===== config.mk =====
export PLATFORM = sky130hd
export DESIGN_NAME = safety_watchdog_unit
export DESIGN_NICKNAME = d
export VERILOG_FILES = /design/src/common/wdg_pkg.sv /design/src/logic/wdg_counter.sv /design/src/logic/wdg_prot_reg.sv /design/src/logic/safety_watchdog_unit.sv
export SDC_FILE = /design/constraint.sdc
export NUM_CORES = 1
export LEC_CHECK = 0
export BUFFER_PORTS_ARGS = -buffer_cell sky130_fd_sc_hd__clkbuf_2
export CAP_MARGIN = 25
export CORE_ASPECT_RATIO = 0.5
export CORE_UTILIZATION = 45
export DETAILED_ROUTE_END_ITERATION = 6
export PLACE_DENSITY_LB_ADDON = 0.3
export SYNTH_ARGS = -nofsm -noshare
export SYNTH_HDL_FRONTEND = slang
export SYNTH_SLANG_ARGS = --single-unit
export TNS_END_PERCENT = 5

===== constraint.sdc =====
create_clock -name i_mclk -period 2.3 [get_ports i_mclk]
set_input_delay 0.115 -clock i_mclk [delete_from_list [all_inputs] [get_ports i_mclk]]
set_output_delay 0.115 -clock i_mclk [all_outputs]
set_load 0.1 [all_outputs]

===== src/common/wdg_pkg.sv =====
/*
 * Shared constants of the safety watchdog unit: register offsets,
 * field positions, reset values, service key and tick timing.
 * Assumes a 25 MHz device clock and an APB bus with 32-bit data.
 */
package wdg_pkg;

   localparam int          ADDR_W        = 8;
   localparam int          DATA_W        = 32;
   localparam int          CNT_W         = 16;

   // register byte offsets
   localparam logic [7:0]  OFF_CTRL      = 8'h00;
   localparam logic [7:0]  OFF_UPPER     = 8'h04;
   localparam logic [7:0]  OFF_LOWER     = 8'h08;
   localparam logic [7:0]  OFF_KEY       = 8'h0C;
   localparam logic [7:0]  OFF_STATUS    = 8'h10;
   localparam logic [7:0]  OFF_COUNT     = 8'h14;
   localparam logic [7:0]  OFF_NMI_PRD   = 8'h18;
   localparam logic [7:0]  OFF_LOCK      = 8'h1C;
   localparam logic [7:0]  OFF_NMI_ACK   = 8'h20;

   // control fields
   localparam int          CTRL_W        = 3;
   localparam int          CTRL_EN_BIT   = 0;
   localparam int          CTRL_WIN_BIT  = 1;
   localparam int          CTRL_INT_BIT  = 2;
   localparam logic [2:0]  CTRL_RST      = 3'h1;

   // lock fields
   localparam int          LOCK_W        = 3;
   localparam int          LOCK_CTRL_BIT = 0;
   localparam int          LOCK_BND_BIT  = 1;
   localparam int          LOCK_NMI_BIT  = 2;

   // status and NMI acknowledge fields
   localparam int          ST_INT_BIT    = 0;
   localparam int          ST_NMI_BIT    = 1;
   localparam int          ST_PERM_BIT   = 2;
   localparam int          NMI_ACK_BIT   = 0;

   localparam logic [15:0] UPPER_RST     = 16'h1000;
   localparam logic [15:0] LOWER_RST     = 16'h0000;
   localparam logic [15:0] NMI_PRD_RST   = 16'h0800;

   // service key value is arbitrary
   localparam logic [31:0] SERVICE_KEY   = 32'h0000_5A5A;

   // counter tick period
   localparam int          CLK_NS        = 40;
   localparam int          TICK_NS       = 320;
   localparam logic [3:0]  TICK_DIV      = 4'((TICK_NS + CLK_NS - 1) / CLK_NS);

   typedef enum logic [1:0] {
      NMI_IDLE = 2'b01,
      NMI_RUN  = 2'b10
   } nmi_state_t;

endpackage


===== src/logic/wdg_counter.sv =====
/*
 * Tick-driven up counter used by the watchdog and the recovery timer.
 * Assumes i_tick is a one-cycle enable pulse in the i_mclk domain.
 */
`timescale 1ns/1ns
module wdg_counter
   import wdg_pkg::*;
(
   input  wire logic             i_mclk,
   input  wire logic             i_rst_n,
   input  wire logic             i_clr,
   input  wire logic             i_tick,
   output logic      [CNT_W-1:0] o_count
);

   logic [CNT_W-1:0] count_reg;
   logic [CNT_W-1:0] count_next;

   // saturate instead of wrapping so a missed compare cannot re-arm
   assign count_next = i_clr ? '0 :
                       (i_tick && count_reg != '1) ? count_reg + 1'b1 :
                       count_reg;

   always_ff @(posedge i_mclk) begin
      if (!i_rst_n) begin
         count_reg <= '0;
      end else begin
         count_reg <= count_next;
      end
   end

   assign o_count = count_reg;

endmodule // wdg_counter


===== src/logic/wdg_prot_reg.sv =====
/*
 * One write-protected, lockable control register.
 * Assumes i_wr is an already decoded one-cycle write strobe.
 */
`timescale 1ns/1ns
module wdg_prot_reg
   import wdg_pkg::*;
#(
   parameter int           W   = 16,
   parameter logic [W-1:0] RST = '0
) (
   input  wire logic         i_mclk,
   input  wire logic         i_rst_n,
   input  wire logic         i_wr,
   input  wire logic         i_permit,
   input  wire logic         i_lock,
   input  wire logic [W-1:0] i_wdata,
   output logic      [W-1:0] o_q
);

   logic [W-1:0] q_reg;
   logic         take;

   assign take = i_wr & i_permit & ~i_lock;

   always_ff @(posedge i_mclk) begin
      if (!i_rst_n) begin
         q_reg <= RST;
      end else if (take) begin
         q_reg <= i_wdata;
      end
   end

   assign o_q = q_reg;
endmodule // wdg_prot_reg


===== src/logic/safety_watchdog_unit.sv =====
/*
 * Safety watchdog unit: normal and windowed watchdog with key
 * servicing, reset or interrupt response, NMI recovery timer, and
 * protected, lockable control registers behind an APB slave.
 * Assumes APB and all strobes are synchronous to i_mclk (25 MHz).
 */
`timescale 1ns/1ns
module safety_watchdog_unit
   import wdg_pkg::*;
(
   input  wire logic              i_mclk,
   input  wire logic              i_rst_n,
   input  wire logic              i_psel,
   input  wire logic              i_penable,
   input  wire logic              i_pwrite,
   input  wire logic [ADDR_W-1:0] i_paddr,
   input  wire logic [DATA_W-1:0] i_pwdata,
   output logic      [DATA_W-1:0] o_prdata,
   output logic                   o_pready,
   output logic                   o_pslverr,
   input  wire logic              i_permit_set,
   input  wire logic              i_permit_clr,
   input  wire logic              i_nmi,
   output logic                   o_warm_reset,
   output logic                   o_wdg_int,
   output logic                   o_nmi,
   output logic                   o_error_status,
   output logic                   o_nmi_reset
);

   // bus decode
   logic              setup;
   logic              wr;
   logic              sel_ctrl;
   logic              sel_upper;
   logic              sel_lower;
   logic              sel_key;
   logic              sel_status;
   logic              sel_count;
   logic              sel_nmi_prd;
   logic              sel_lock;
   logic              sel_nmi_ack;
   logic              mapped;
   logic [DATA_W-1:0] rd_mux;
   logic [DATA_W-1:0] prdata_reg;

   assign setup       = i_psel & ~i_penable;
   assign wr          = i_psel & i_penable & i_pwrite;
   assign sel_ctrl    = (i_paddr == OFF_CTRL);
   assign sel_upper   = (i_paddr == OFF_UPPER);
   assign sel_lower   = (i_paddr == OFF_LOWER);
   assign sel_key     = (i_paddr == OFF_KEY);
   assign sel_status  = (i_paddr == OFF_STATUS);
   assign sel_count   = (i_paddr == OFF_COUNT);
   assign sel_nmi_prd = (i_paddr == OFF_NMI_PRD);
   assign sel_lock    = (i_paddr == OFF_LOCK);
   assign sel_nmi_ack = (i_paddr == OFF_NMI_ACK);
   assign mapped      = sel_ctrl | sel_upper | sel_lower | sel_key |
                        sel_status | sel_count | sel_nmi_prd |
                        sel_lock | sel_nmi_ack;

   // zero-wait slave; unmapped addresses answer with an error
   assign o_pready  = 1'b1;
   assign o_pslverr = i_psel & i_penable & ~mapped;

   // permit and lock state
   logic              permit_reg;
   logic              permit_next;
   logic [LOCK_W-1:0] lock_reg;
   logic [LOCK_W-1:0] lock_next;
   logic              wr_lock_ok;

   assign permit_next = i_permit_set ? 1'b1 :
                        i_permit_clr ? 1'b0 : permit_reg;

   assign wr_lock_ok = wr & sel_lock & permit_reg;
   assign lock_next  = lock_reg |
                       (wr_lock_ok ? i_pwdata[LOCK_W-1:0] : '0);

   always_ff @(posedge i_mclk) begin
      if (!i_rst_n) begin
         permit_reg <= 1'b0;
         lock_reg   <= '0;
      end else begin
         permit_reg <= permit_next;
         lock_reg   <= lock_next;
      end
   end

   // protected control registers
   logic [CTRL_W-1:0] ctrl;
   logic [CNT_W-1:0]  upper;
   logic [CNT_W-1:0]  lower;
   logic [CNT_W-1:0]  nmi_prd;

   // enabled, normal, reset response at reset
   wdg_prot_reg #(.W(CTRL_W), .RST(CTRL_RST)) u_ctrl (
      .i_mclk   (i_mclk),
      .i_rst_n  (i_rst_n),
      .i_wr     (wr & sel_ctrl),
      .i_permit (permit_reg),
      .i_lock   (lock_reg[LOCK_CTRL_BIT]),
      .i_wdata  (i_pwdata[CTRL_W-1:0]),
      .o_q      (ctrl)
   );
   wdg_prot_reg #(.W(CNT_W), .RST(UPPER_RST)) u_upper (
      .i_mclk   (i_mclk),
      .i_rst_n  (i_rst_n),
      .i_wr     (wr & sel_upper),
      .i_permit (permit_reg),
      .i_lock   (lock_reg[LOCK_BND_BIT]),
      .i_wdata  (i_pwdata[CNT_W-1:0]),
      .o_q      (upper)
   );
   wdg_prot_reg #(.W(CNT_W), .RST(LOWER_RST)) u_lower (
      .i_mclk   (i_mclk),
      .i_rst_n  (i_rst_n),
      .i_wr     (wr & sel_lower),
      .i_permit (permit_reg),
      .i_lock   (lock_reg[LOCK_BND_BIT]),
      .i_wdata  (i_pwdata[CNT_W-1:0]),
      .o_q      (lower)
   );

   wdg_prot_reg #(.W(CNT_W), .RST(NMI_PRD_RST)) u_nmi_prd (
      .i_mclk   (i_mclk),
      .i_rst_n  (i_rst_n),
      .i_wr     (wr & sel_nmi_prd),
      .i_permit (permit_reg),
      .i_lock   (lock_reg[LOCK_NMI_BIT]),
      .i_wdata  (i_pwdata[CNT_W-1:0]),
      .o_q      (nmi_prd)
   );

   // tick divider shared by both counters
   logic [3:0] div_reg;
   logic       tick;

   assign tick = (div_reg == TICK_DIV - 4'h1);

   always_ff @(posedge i_mclk) begin
      if (!i_rst_n) begin
         div_reg <= '0;
      end else begin
         div_reg <= tick ? 4'h0 : div_reg + 4'h1;
      end
   end

   // watchdog core
   logic             en;
   logic             win_mode;
   logic             int_mode;
   logic [CNT_W-1:0] count;
   logic             key_wr;
   logic             key_ok;
   logic             early;
   logic             good_key;
   logic             bad_key;
   logic             expire;
   logic             fail_evt;
   logic             restart;

   // a single bit, so modes exclude each other
   assign en       = ctrl[CTRL_EN_BIT];
   assign win_mode = ctrl[CTRL_WIN_BIT];
   assign int_mode = ctrl[CTRL_INT_BIT];

   // key writes are not protected; the key itself is the guard
   assign key_wr = wr & sel_key & en;
   assign key_ok = (i_pwdata == SERVICE_KEY);
   assign early  = win_mode & (count < lower);
   assign bad_key  = key_wr & (~key_ok | early);
   assign good_key = key_wr & key_ok & ~early;
   assign expire   = en & (count >= upper);
   assign fail_evt = bad_key | (expire & ~good_key);
   assign restart  = good_key | fail_evt | ~en;

   wdg_counter u_wd_cnt (
      .i_mclk  (i_mclk),
      .i_rst_n (i_rst_n),
      .i_clr   (restart),
      .i_tick  (tick & en),
      .o_count (count)
   );

   logic int_reg;
   logic int_next;
   logic rst_reg;
   logic int_clr;

   assign int_clr = (wr & sel_status & i_pwdata[ST_INT_BIT]) | good_key;

   // response chosen by mode bit; set wins
   assign int_next = (fail_evt & int_mode) ? 1'b1 :
                     int_clr ? 1'b0 : int_reg;

   always_ff @(posedge i_mclk) begin
      if (!i_rst_n) begin
         int_reg <= 1'b0;
         rst_reg <= 1'b0;
      end else begin
         int_reg <= int_next;
         rst_reg <= fail_evt & ~int_mode;
      end
   end

   assign o_wdg_int    = int_reg;
   assign o_warm_reset = rst_reg;

   // NMI recovery timer
   nmi_state_t       nmi_state_reg;
   nmi_state_t       nmi_state_next;
   logic [CNT_W-1:0] nmi_count;
   logic             nmi_run;
   logic             nmi_ack;
   logic             nmi_hit;
   logic             nmi_rst_reg;

   assign nmi_run = (nmi_state_reg == NMI_RUN);
   assign nmi_ack = wr & sel_nmi_ack & i_pwdata[NMI_ACK_BIT];
   assign nmi_hit = nmi_run & ~nmi_ack & (nmi_count >= nmi_prd);

   // start on NMI, reset on expiry
   always_comb begin
      nmi_state_next = nmi_state_reg;
      case (nmi_state_reg)
         NMI_IDLE: begin
            if (i_nmi) begin
               nmi_state_next = NMI_RUN;
            end
         end
         NMI_RUN: begin
            if (nmi_ack || nmi_hit) begin
               nmi_state_next = NMI_IDLE;
            end
         end
         default: nmi_state_next = NMI_IDLE;
      endcase
   end

   wdg_counter u_nmi_cnt (
      .i_mclk  (i_mclk),
      .i_rst_n (i_rst_n),
      .i_clr   (~nmi_run),
      .i_tick  (tick),
      .o_count (nmi_count)
   );

   always_ff @(posedge i_mclk) begin
      if (!i_rst_n) begin
         nmi_state_reg <= NMI_IDLE;
         nmi_rst_reg   <= 1'b0;
      end else begin
         nmi_state_reg <= nmi_state_next;
         nmi_rst_reg   <= nmi_hit;
      end
   end

   assign o_nmi          = nmi_run;
   assign o_error_status = nmi_run;
   assign o_nmi_reset    = nmi_rst_reg;

   always_comb begin
      rd_mux = '0;
      if (sel_ctrl) begin
         rd_mux[CTRL_W-1:0] = ctrl;
      end else if (sel_upper) begin
         rd_mux[CNT_W-1:0] = upper;
      end else if (sel_lower) begin
         rd_mux[CNT_W-1:0] = lower;
      end else if (sel_status) begin
         rd_mux[ST_INT_BIT]  = int_reg;
         rd_mux[ST_NMI_BIT]  = nmi_run;
         rd_mux[ST_PERM_BIT] = permit_reg;
      end else if (sel_count) begin
         rd_mux[CNT_W-1:0] = count;
      end else if (sel_nmi_prd) begin
         rd_mux[CNT_W-1:0] = nmi_prd;
      end else if (sel_lock) begin
         rd_mux[LOCK_W-1:0] = lock_reg;
      end
   end

   // captured in setup so data stands through the access phase
   always_ff @(posedge i_mclk) begin
      if (!i_rst_n) begin
         prdata_reg <= '0;
      end else if (setup) begin
         prdata_reg <= rd_mux;
      end
   end

   assign o_prdata = prdata_reg;
endmodule // safety_watchdog_unit


== After elaboration in Yosys (flattened, before gate mapping) ==
Index checks and enable logic that the tools add are counted.
Operators by class
  bitwise gates (word level): 61
  reduce and logical (&&, ||, !) cells: 10
  equal/unequal tests: 16
  $lt $le $gt $ge: 3
  mux-type cells: 18
  $add $sub $neg: 3
Operators with widths (count)
  $mux 16: 3
  $mux 13: 3
  $and 1x1->1: 35
  $add 16x1->16 const B: 2
  $eq 32x15->1 const B: 1
  $eq 8x5->1 const B: 4
  $ge 16x16->1: 2
  $ne 16x16->1 const B: 2
  $eq 8x4->1 const B: 2
  $lt 16x16->1: 1
  $mux 3: 5
  $or 1x1->1: 13
  $not 1->1: 12
  $eq 8x3->1 const B: 1
  $eq 8x6->1 const B: 1
  $logic_not 8->1: 1
  $add 4x1->4 const B: 1
  $eq 4x3->1 const B: 1
  $mux 1: 4
  $mux 2: 2
  $pmux 2 s2: 1
  $reduce_and 2->1: 2
  $reduce_bool 2->1: 2
  $reduce_or 2->1: 2
  7 further kinds: 8
Word-level totals
  register bits after elaboration: 112
  output and inout port bits: 39
  input bits: 48
  logic and storage cells: 125

== Depth between registers and ports, before layout ==
Gate-level depths: netlist of the first run.
  depth in word-level cells: 12
  mapped depth: 9
  depth with buffers taken out: 8

== By module ==
Synthesis of the first run repeated with hierarchy kept, for this count alone.
Second synthesis, totals
  cells, all modules: 799
  area, all modules: 6816.5 µm²
Modules (own cells, without submodules)
  safety_watchdog_unit: instances 1, cells each 394, seq. area each 580.6 µm², area each 2999.1 µm²
  wdg_prot_reg (u_lower ...): instances 3, cells each 70, seq. area each 320.3 µm², area each 654.4 µm²
  wdg_counter: instances 2, cells each 91, seq. area each 320.3 µm², area each 864.6 µm²
  wdg_prot_reg (u_ctrl): instances 1, cells each 13, seq. area each 60.1 µm², area each 125.1 µm²

== Worst setup path before layout of the first run ==
Ideal clock, no wire load.
  path kind: flip-flop to flip-flop
  start: register nmi_state_reg[1]
  end: register nmi_state_reg[0]
  arrival time: 2.620 ns
  clock period less this slack: 2.735 ns
  setup slack: -0.435 ns
  library setup time: 0.115 ns
  buffers on the path: 0
  required time: 2.185 ns
  stages on the path, launching flop included: 5
  path through: dfxtp_1 nor2b_1 nand2_1 a21o_1 o21a_1
On the way
  longest elaborated chain between the ends: 6
  elaborated cells on any way between the ends: 9
  classes of those cells: 4 x eq/ne; 1 x mux; 2 x bitwise; 2 x reduce/logical
Ends and longest elaborated chain
  from (decl): RTL line safety_watchdog_unit.sv:211  | nmi_state_t nmi_state_reg;
  from (signal assigned): RTL line safety_watchdog_unit.sv:254  | nmi_state_reg <= nmi_state_next;
  $eq 2x2->1 *: RTL line safety_watchdog_unit.sv:219  | assign nmi_run = (nmi_state_reg == NMI_RUN);
  via o_error_status: RTL line safety_watchdog_unit.sv:27  | output logic o_error_status,
  $and 1x1->1 (2 in series): RTL line safety_watchdog_unit.sv:221  | assign nmi_hit = nmi_run & ~nmi_ack & (nmi_count >= nmi_prd);
  $logic_or 1x1->1: RTL line safety_watchdog_unit.sv:233  | if (nmi_ack || nmi_hit) begin
  $ne 2x1->1 (no line)
  $reduce_and 2->1 (no line)
The timed path passes the listed nets; every way through them passes the cells marked *.
A chain may end at the register's enable or synchronous reset.

== Worst setup path in the final report of the first run ==
  start: register u_upper.q_reg[11], in the netlist u_upper.o_q[11]
  end: register u_wd_cnt.count_reg[15], in the netlist u_wd_cnt.o_count[15]
On the way
  longest elaborated chain between the ends: 7
Ends and longest elaborated chain
  from (decl): RTL line wdg_prot_reg.sv:21  | logic [W-1:0] q_reg;
  from (signal assigned): RTL line wdg_prot_reg.sv:30  | q_reg <= i_wdata;
  $ge 16x16->1: RTL line safety_watchdog_unit.sv:174  | assign expire = en & (count >= upper);
  $and 1x1->1: RTL line safety_watchdog_unit.sv:174
  $and 1x1->1: RTL line safety_watchdog_unit.sv:175  | assign fail_evt = bad_key | (expire & ~good_key);
  $or 1x1->1: RTL line safety_watchdog_unit.sv:175
  $or 1x1->1 (2 in series): RTL line safety_watchdog_unit.sv:176  | assign restart = good_key | fail_evt | ~en;
  $reduce_or 2->1 (no line)
  to (signal assigned): RTL line wdg_counter.sv:28  | count_reg <= count_next;
  to (decl): RTL line wdg_counter.sv:16  | logic [CNT_W-1:0] count_reg;
No other way between the ends.

==> run_results.csv, run 1 <==
group,metric,value,unit
layout,n_fill_cell,1307,
floorplanning,initial_core_util,0.465,
synth,synth_top_area_cell,"dfxtp_1",
floorplanning,core,13600,sq um
place,gp_congestion,0.941,
timing,finalSetupViolCount,0,
drt,wire_per_inst,16.7,microns
power_and_ir_drop,p_seq_frac,0.514,
critical_path,crit_arrival,2380,ps
power_and_ir_drop,power_density,527,nW/um^2
critical_path,r2r_cells,9,
place,port_buffers,69,
layout,drive_gt1_frac,0.151,
critical_path,worstSetupPathType,"register to register",
timing,max_freq,468,MHz
synth,syn_area,6340,sq um
floorplanning,dieHeight,85.9,microns
critical_path,cp_max_fo,9,
clock_tree,cts_tree,"built",
floorplanning,ios,87,
power_and_ir_drop,ir_worst_vdd,0.395,mV
synth,syn-instance-count,770,
drt,drt-initial-drc-count,472,
clock_tree,clk_pin_slew,80,ps
critical_path,cp-end-kind,"register",
timing,worst_slew_pin_slew,1090,ps
power_and_ir_drop,intPower,2760,uW
critical_path,worstSetupStartpointType,"register",
clock_tree,clk_latency,350,ps
critical_path,crit_end,"u_wd_cnt.o_count[15]",
layout,final_util,0.531,
drt,wl,17.4,mm
hold_path,min_path_type,"primary input to register",
hold_path,holdPathStages,3,
global_routing,grt_pass1_vias,5246,
drt,vias_per_cell,5.60,
layout,fin_cells,1040,
power_and_ir_drop,netSwitchingFraction,0.274,
critical_path,cp.required,2550,ps
timing,finalCritPeriodShare,0.929,
drt,firstDrtPassIters,5,
synth,async_flop_share,0,
synth,ys_types,56,
timing,hold_slack,54.6,ps
clock_tree,clock_path_buffers,2,
drt,vias,5823,
floorplanning,die-area,14600,sq um
synth,yosysWarningCount,0,
global_routing,grtUsageTotal,0.246,
drt,post-route-drc-count,0,
layout,antenna_cells,0,
critical_path,slowest_stage,"dfxtp_1",
outcome,status,"finished clean",
synth,synth_seq_cells,112,
critical_path,r2r_end,"u_wd_cnt.o_count[15]",
timing,skew,7.48,ps
critical_path,crit_path_max_incr_delay,360,ps
flow_run,maxCapViolCount,0,
global_routing,antenna_found_initial,0,
power_and_ir_drop,p_comb_frac,0.092,
synth,synth_top_area_frac,0.354,
critical_path,path_cells,"inv_1 -> ha_1 -> nand3_1 -> nor3_1 -> o221ai_1 -> nor4b_4 -> o211ai_1 -> buf_4 -> nor2_1",
timing,relSlewSlack,0.269,
critical_path,r2r_start,"u_upper.o_q[11]",
synth,syn_avg_cell_area,8.23,sq um
clock_tree,cts_buffers,9,
clock_tree,cts_root_buffer,"clkbuf_16",
timing,period_needed,2140,ps
power_and_ir_drop,switchingPower,1040,uW
clock_tree,cts.sinks,112,
global_routing,grt_start_max_net_pins,45,
clock_tree,ctsHtreeMaxLevel,3,
power_and_ir_drop,p_leak,0.00277,uW
floorplanning,die_w,170,microns
timing,hold_viol,0,
place,place_inst,1022,
floorplanning,rows,30,
layout,area_growth_syn_to_layout,14.2,%
power_and_ir_drop,pwr-share-clk,0.395,
synth,synth_ff_type,"dfxtp_1",
global_routing,grt-ovfl-total,0,
place,hpwlAfterDp,13.4,mm
critical_path,r2r_slack,160,ps
global_routing,grt_pass1_wl,27.8,mm
drt,ant_nets,0,
critical_path,startpoint,"u_upper.o_q[11]",
synth,synth_edf_count,0,
synth,seq_area_frac_synth,0.354,
timing,drv_slew,0,
layout,final_nets,941,
synth,netlist_top_cells_area,"dfxtp_1, ha_1, a21boi_0, nand2_1, nand3_1",
-- cells in the mapped netlist (all sizes together), types with 18 or more instances --
library cell  number
o21ai             25
nand3             67
clkbuf            23
dfxtp            112
nand4             22
a21boi            46
ha                50
a21oi             25
nand2             90
buf               28
nor2              52
inv               53
nor3              18
-- cell families after synthesis --
kind of cell / count (synthesis) / synth area share
AO/OA/AOI/OAI: 162 / 0.181
XOR/XNOR: 27 / 0.0373
adder cells (fa/ha/maj): 50 / 0.0987
buffers and inverters: 104 / 0.0750
flip-flops: 112 / 0.354
multiplexers: 6 / 0.0115
other: 2 / 0.00119
AND/OR/NAND/NOR: 307 / 0.242
-- worst min-delay path by stage --
stage,from,endpoint,slack (ps)
after floorplan,i_permit_set,permit_reg,240
after global placement,i_permit_set,permit_reg,320
after detailed placement,i_permit_set,permit_reg,340
after CTS,i_pwdata[14],u_lower.o_q[14],50
after global routing,i_pwdata[14],u_lower.o_q[14],60
final,i_pwdata[14],u_lower.o_q[14],50
-- final cells by class --
class,count,area [sq um],area share
flip-flops and latches,112,2240,0.310
multi-input cells,569,3700,0.511
repair buffers,98,578,0.0799
well taps,192,240,0.0332
clock buffers,9,225,0.0311
inverters,53,199,0.0275
clock inverters,7,47.5,0.00657
-- metrics by stage --
step	setup TNS, ps	cell area, sq um	total power (uW)	setup WS, ps
floorplan	0	6390	2270	261
detailed placement	0	6930	2340	165
finish	0	7230	3810	162
global route	-57.0	7230	3910	-13.3
global placement	0	6930	2340	205
CTS	0	7210	3820	155
-- timing repair --
item | 4_1_cts | 5_1_grt
setup buffers | 0 | 1
endpoints found under the hold margin | 1 | 0
hold buffers | 1 | 0
endpoints found under the setup margin | 0 | 5
gates resized for setup | 0 | 5
-- worst max-delay path, delay by kind of cell (launching register included) --
kind,cells,cell delay (ps)
AOI/OAI and AO/OA,2,490
adders and majority gates,1,290
buffers and inverters,2,280
and+or+nand+nor,4,610
DFF,1,360
-- power groups by stage --
stage	Clock (uW)	Sequential (uW)	Combinational, uW
after detailed placement	0	2000	343
final	1500	1960	349
after global placement	0	2000	341
after global routing	1590	1960	365
after floorplan	0	2020	244
after CTS	1520	1960	344
-- routing by layer --
layer,vias up,share of wire,GRT usage
met5,-,0,0
met2,220,0.43,0.366
met4,0,0.011,0.0508
li1,2835,-,-
met3,21,0.094,0.0775
met1,2747,0.47,0.348
-- layout by cell type, fill, tap and decap left out, drive strengths merged, types with 16 or more instances in the layout --
| cell type | Yosys | routed |
|---|---|---|
| nor2 | 52 | 52 |
| dfxtp | 112 | 112 |
| inv | 53 | 54 |
| a21boi | 46 | 46 |
| clkbuf | 23 | 78 |
| nand4 | 22 | 22 |
| xor2 | 16 | 16 |
| nand3 | 67 | 67 |
| o21ai | 25 | 25 |
| conb | 2 | 17 |
| buf | 28 | 28 |
| nor3 | 18 | 18 |
| a21oi | 25 | 25 |
| nand2 | 90 | 90 |
| ha | 50 | 50 |
No activity file was read; power rests on OpenSTA's default activity.
==> run 2: changes to the inputs <==
--- a/config.mk
+++ b/config.mk
@@ -5,12 +5,14 @@
 export SDC_FILE = /design/constraint.sdc
 export NUM_CORES = 1
 export LEC_CHECK = 0
+export ABC_AREA = 1
 export BUFFER_PORTS_ARGS = -buffer_cell sky130_fd_sc_hd__clkbuf_2
 export CAP_MARGIN = 25
 export CORE_ASPECT_RATIO = 0.5
 export CORE_UTILIZATION = 45
 export DETAILED_ROUTE_END_ITERATION = 6
 export PLACE_DENSITY_LB_ADDON = 0.3
+export SLEW_MARGIN = 5
 export SYNTH_ARGS = -nofsm -noshare
 export SYNTH_HDL_FRONTEND = slang
 export SYNTH_SLANG_ARGS = --single-unit
==> run_results.csv, run 2 <==
group,metric,value,unit
outcome,status,"finished with violations",
outcome,violations,"DRC, hold timing",
flow_run,maxCapViolCount,0,
synth,netlist_top_cells_count,"nand2_1, inv_1, a21oi_1",
synth,netlist_top_cells_area,"dfxtp_1, ha_1, nand2_1, a21oi_1, inv_1",
power_and_ir_drop,pwr-share-clk,0.436,
power_and_ir_drop,power_density,551,nW/um^2
floorplanning,initial_core_util,0.470,
floorplanning,die-area,15000,sq um
timing,relSlewSlack,0.315,
synth,yosysMostFrequentCell,"nand2_1",
critical_path,crit_path_max_incr_delay,560,ps
synth,synth_ff_type,"dfxtp_1",
layout,final_nets,1082,
global_routing,grt_start_max_net_pins,57,
drt,met1_length,8.52,mm
power_and_ir_drop,p_leak,0.00313,uW
place,gp_congestion,0.972,
layout,area_growth_syn_to_layout,12.6,%
timing,max_freq,495,MHz
global_routing,antenna_found_initial,0,
place,hpwlAfterDp,13.7,mm
synth,synth_top_area_frac,0.345,
layout,final_cell_mix,"nand2_1, inv_1, a21oi_1",
critical_path,cp_max_fo,16,
power_and_ir_drop,switchingPower,1050,uW
critical_path,slowest_stage,"dfxtp_1",
timing,skew,7.84,ps
floorplanning,core,13800,sq um
timing,tns,0,ps
floorplanning,ios,87,
timing,worst_slew_pin_slew,1020,ps
clock_tree,cts_buffers,9,
critical_path,cp-end-kind,"register",
drt,wl,17.9,mm
drt,route.met3.wl,1.65,mm
power_and_ir_drop,p_seq_frac,0.484,
global_routing,grtUsageTotal,0.247,
layout,n_fill_cell,1355,
clock_tree,ctsHtreeMaxLevel,3,
synth,synth_seq_cells,112,
timing,drv_slew,0,
place,place_inst,1163,
drt,drt-initial-drc-count,657,
synth,seq_area_frac_synth,0.345,
critical_path,cp.required,2580,ps
floorplanning,dieHeight,87.0,microns
synth,synth_top_area_cell,"dfxtp_1",
layout,final_area,7320,sq um
synth,syn_area,6500,sq um
power_and_ir_drop,netSwitchingFraction,0.261,
timing,finalCritPeriodShare,0.878,
clock_tree,cts.sinks,112,
hold_path,min_path_type,"primary input to register",
timing,hold_viol,1,
drt,wl_met2,7.63,mm
clock_tree,cts_tree,"built",
place,port_buffers,69,
drt,firstDrtPassIters,7,
drt,vias_per_cell,5.32,
timing,finalSetupViolCount,0,
drt,wire_per_inst,15.2,microns
drt,routed.top_layer,"met4",
layout,mostFrequentLayoutCell,"nand2_1",
timing,rsz0062_at_grt,"false",
timing,period_needed,2020,ps
synth,syn-instance-count,921,
clock_tree,cts_root_buffer,"clkbuf_16",
floorplanning,die_w,172,microns
clock_tree,clk_latency,360,ps
drt,post-route-drc-count,8,
drt,vias,6285,
critical_path,path_cells,"ha_1 -> a21oi_1 -> o21ai_0 -> a21oi_1 -> nand3_1 -> nand2_1 -> nand4_1 -> buf_4 -> a21oi_1",
synth,async_flop_share,0,
power_and_ir_drop,ir_worst_vdd,0.430,mV
global_routing,grt-ovfl-total,0,
power_and_ir_drop,intPower,2980,uW
critical_path,cpLargestDelayFamily,"flip-flops",
critical_path,crit_buf_inv,1,
clock_tree,clock_path_buffers,2,
critical_path,worstSetupStartpointType,"register",
floorplanning,rows,30,
layout,drive_gt1_frac,0.127,
layout,seq_area,2240,sq um
clock_tree,clk_pin_slew,80,ps
timing,hold_slack,-0.809,ps
clock_tree,post-cts-setup-buffer-count,0,
layout,antenna_cells,0,
synth,yosysWarningCount,0,
global_routing,grt_pass1_vias,5557,
power_and_ir_drop,fin_total_pwr,4030,uW
power_and_ir_drop,p_comb_frac,0.080,
layout,multi_input_area,3500,sq um
synth,ys_types,37,
layout,fin_cells,1181,
synth,synth_edf_count,0,
critical_path,crit_arrival,2300,ps
critical_path,r2r_slack,280,ps
critical_path,worstSetupPathType,"register to register",
critical_path,cp_common_cell,"a21oi_1",
synth,syn_avg_cell_area,7.05,sq um
drt,ant_nets,0,
global_routing,grt_pass1_wl,28.5,mm
place,dpl-instance-area,6970,sq um
## run 2: cell count changes after synthesis, sizes merged, moves of 14 or more
| cell | previous run | this run |
|---|---|---|
| nor2b | 14 | 0 |
| a21boi | 46 | 0 |
| a21oi | 25 | 121 |
| nand3 | 67 | 30 |
| nand2 | 90 | 164 |
| o21ai | 25 | 83 |
| nor2 | 52 | 74 |
| inv | 53 | 143 |
## run 2: worst min-delay path, delay by kind of cell
kind	cells	cell delay, ps
buffers and inverters	1	90
and+or+nand+nor	1	60
AOI/OAI and AO/OA	1	50
## run 2: through the flow
stage	utilization	worst slack, ps
2_1_floorplan	-	51.5
3_3_place_gp	0.504	332
3_5_place_dp	0.504	272
4_1_cts	0.529	241
5_1_grt	0.530	78.9
6_report	0.530	281
## run 2: final timing paths
path                            cells past startpoint             endpoint                  from
worst max-delay path                                9  u_wd_cnt.o_count[4]  u_wd_cnt.o_count[15]
worst min-delay path                                3          lock_reg[2]           i_pwdata[2]
worst max register to register                      9  u_wd_cnt.o_count[4]  u_wd_cnt.o_count[15]
worst min register to register                      1           div_reg[0]            div_reg[0]
## run 2: power groups by stage
| stage | logic [uW] | clock network [uW] | registers [uW] |
|---|---|---|---|
| global placement | 313 | 0 | 2000 |
| finish | 322 | 1760 | 1950 |
| global route | 343 | 1860 | 1950 |
| detailed placement | 316 | 0 | 2000 |
| floorplan | 245 | 0 | 2010 |
| CTS | 320 | 1760 | 1950 |
## run 2: per-layer routing
| metal | global-route usage | vias to the layer above |
|---|---|---|
| met5 | 0 | - |
| met4 | 0.0531 | 0 |
| met3 | 0.0591 | 14 |
| met2 | 0.362 | 227 |
| met1 | 0.362 | 2896 |
| li1 | - | 3148 |
## run 2: logic make-up after synthesis
family,after synthesis,share of synthesized area
AO/OA/AOI/OAI,240,0.202
XOR/XNOR,13,0.0175
adder cells (fa/ha/maj),50,0.0963
buffers and inverters,191,0.126
flip-flops,112,0.345
other,2,0.00116
AND/OR/NAND/NOR,313,0.212
## run 2: area by class of cell
cell class / instances / share of cell area
clock buffer: 9 / 0.0308
clock inverter: 7 / 0.0140
inverter: 143 / 0.0734
multi-input combinational: 633 / 0.478
sequential: 112 / 0.306
tap: 192 / 0.0328
timing repair buffer: 85 / 0.0646
## run 2: what timing repair did
item,CTS,global route
resized for setup,0,1
hold buffers,2,0
endpoints found under the setup margin,0,1
endpoints found under the hold margin,2,0
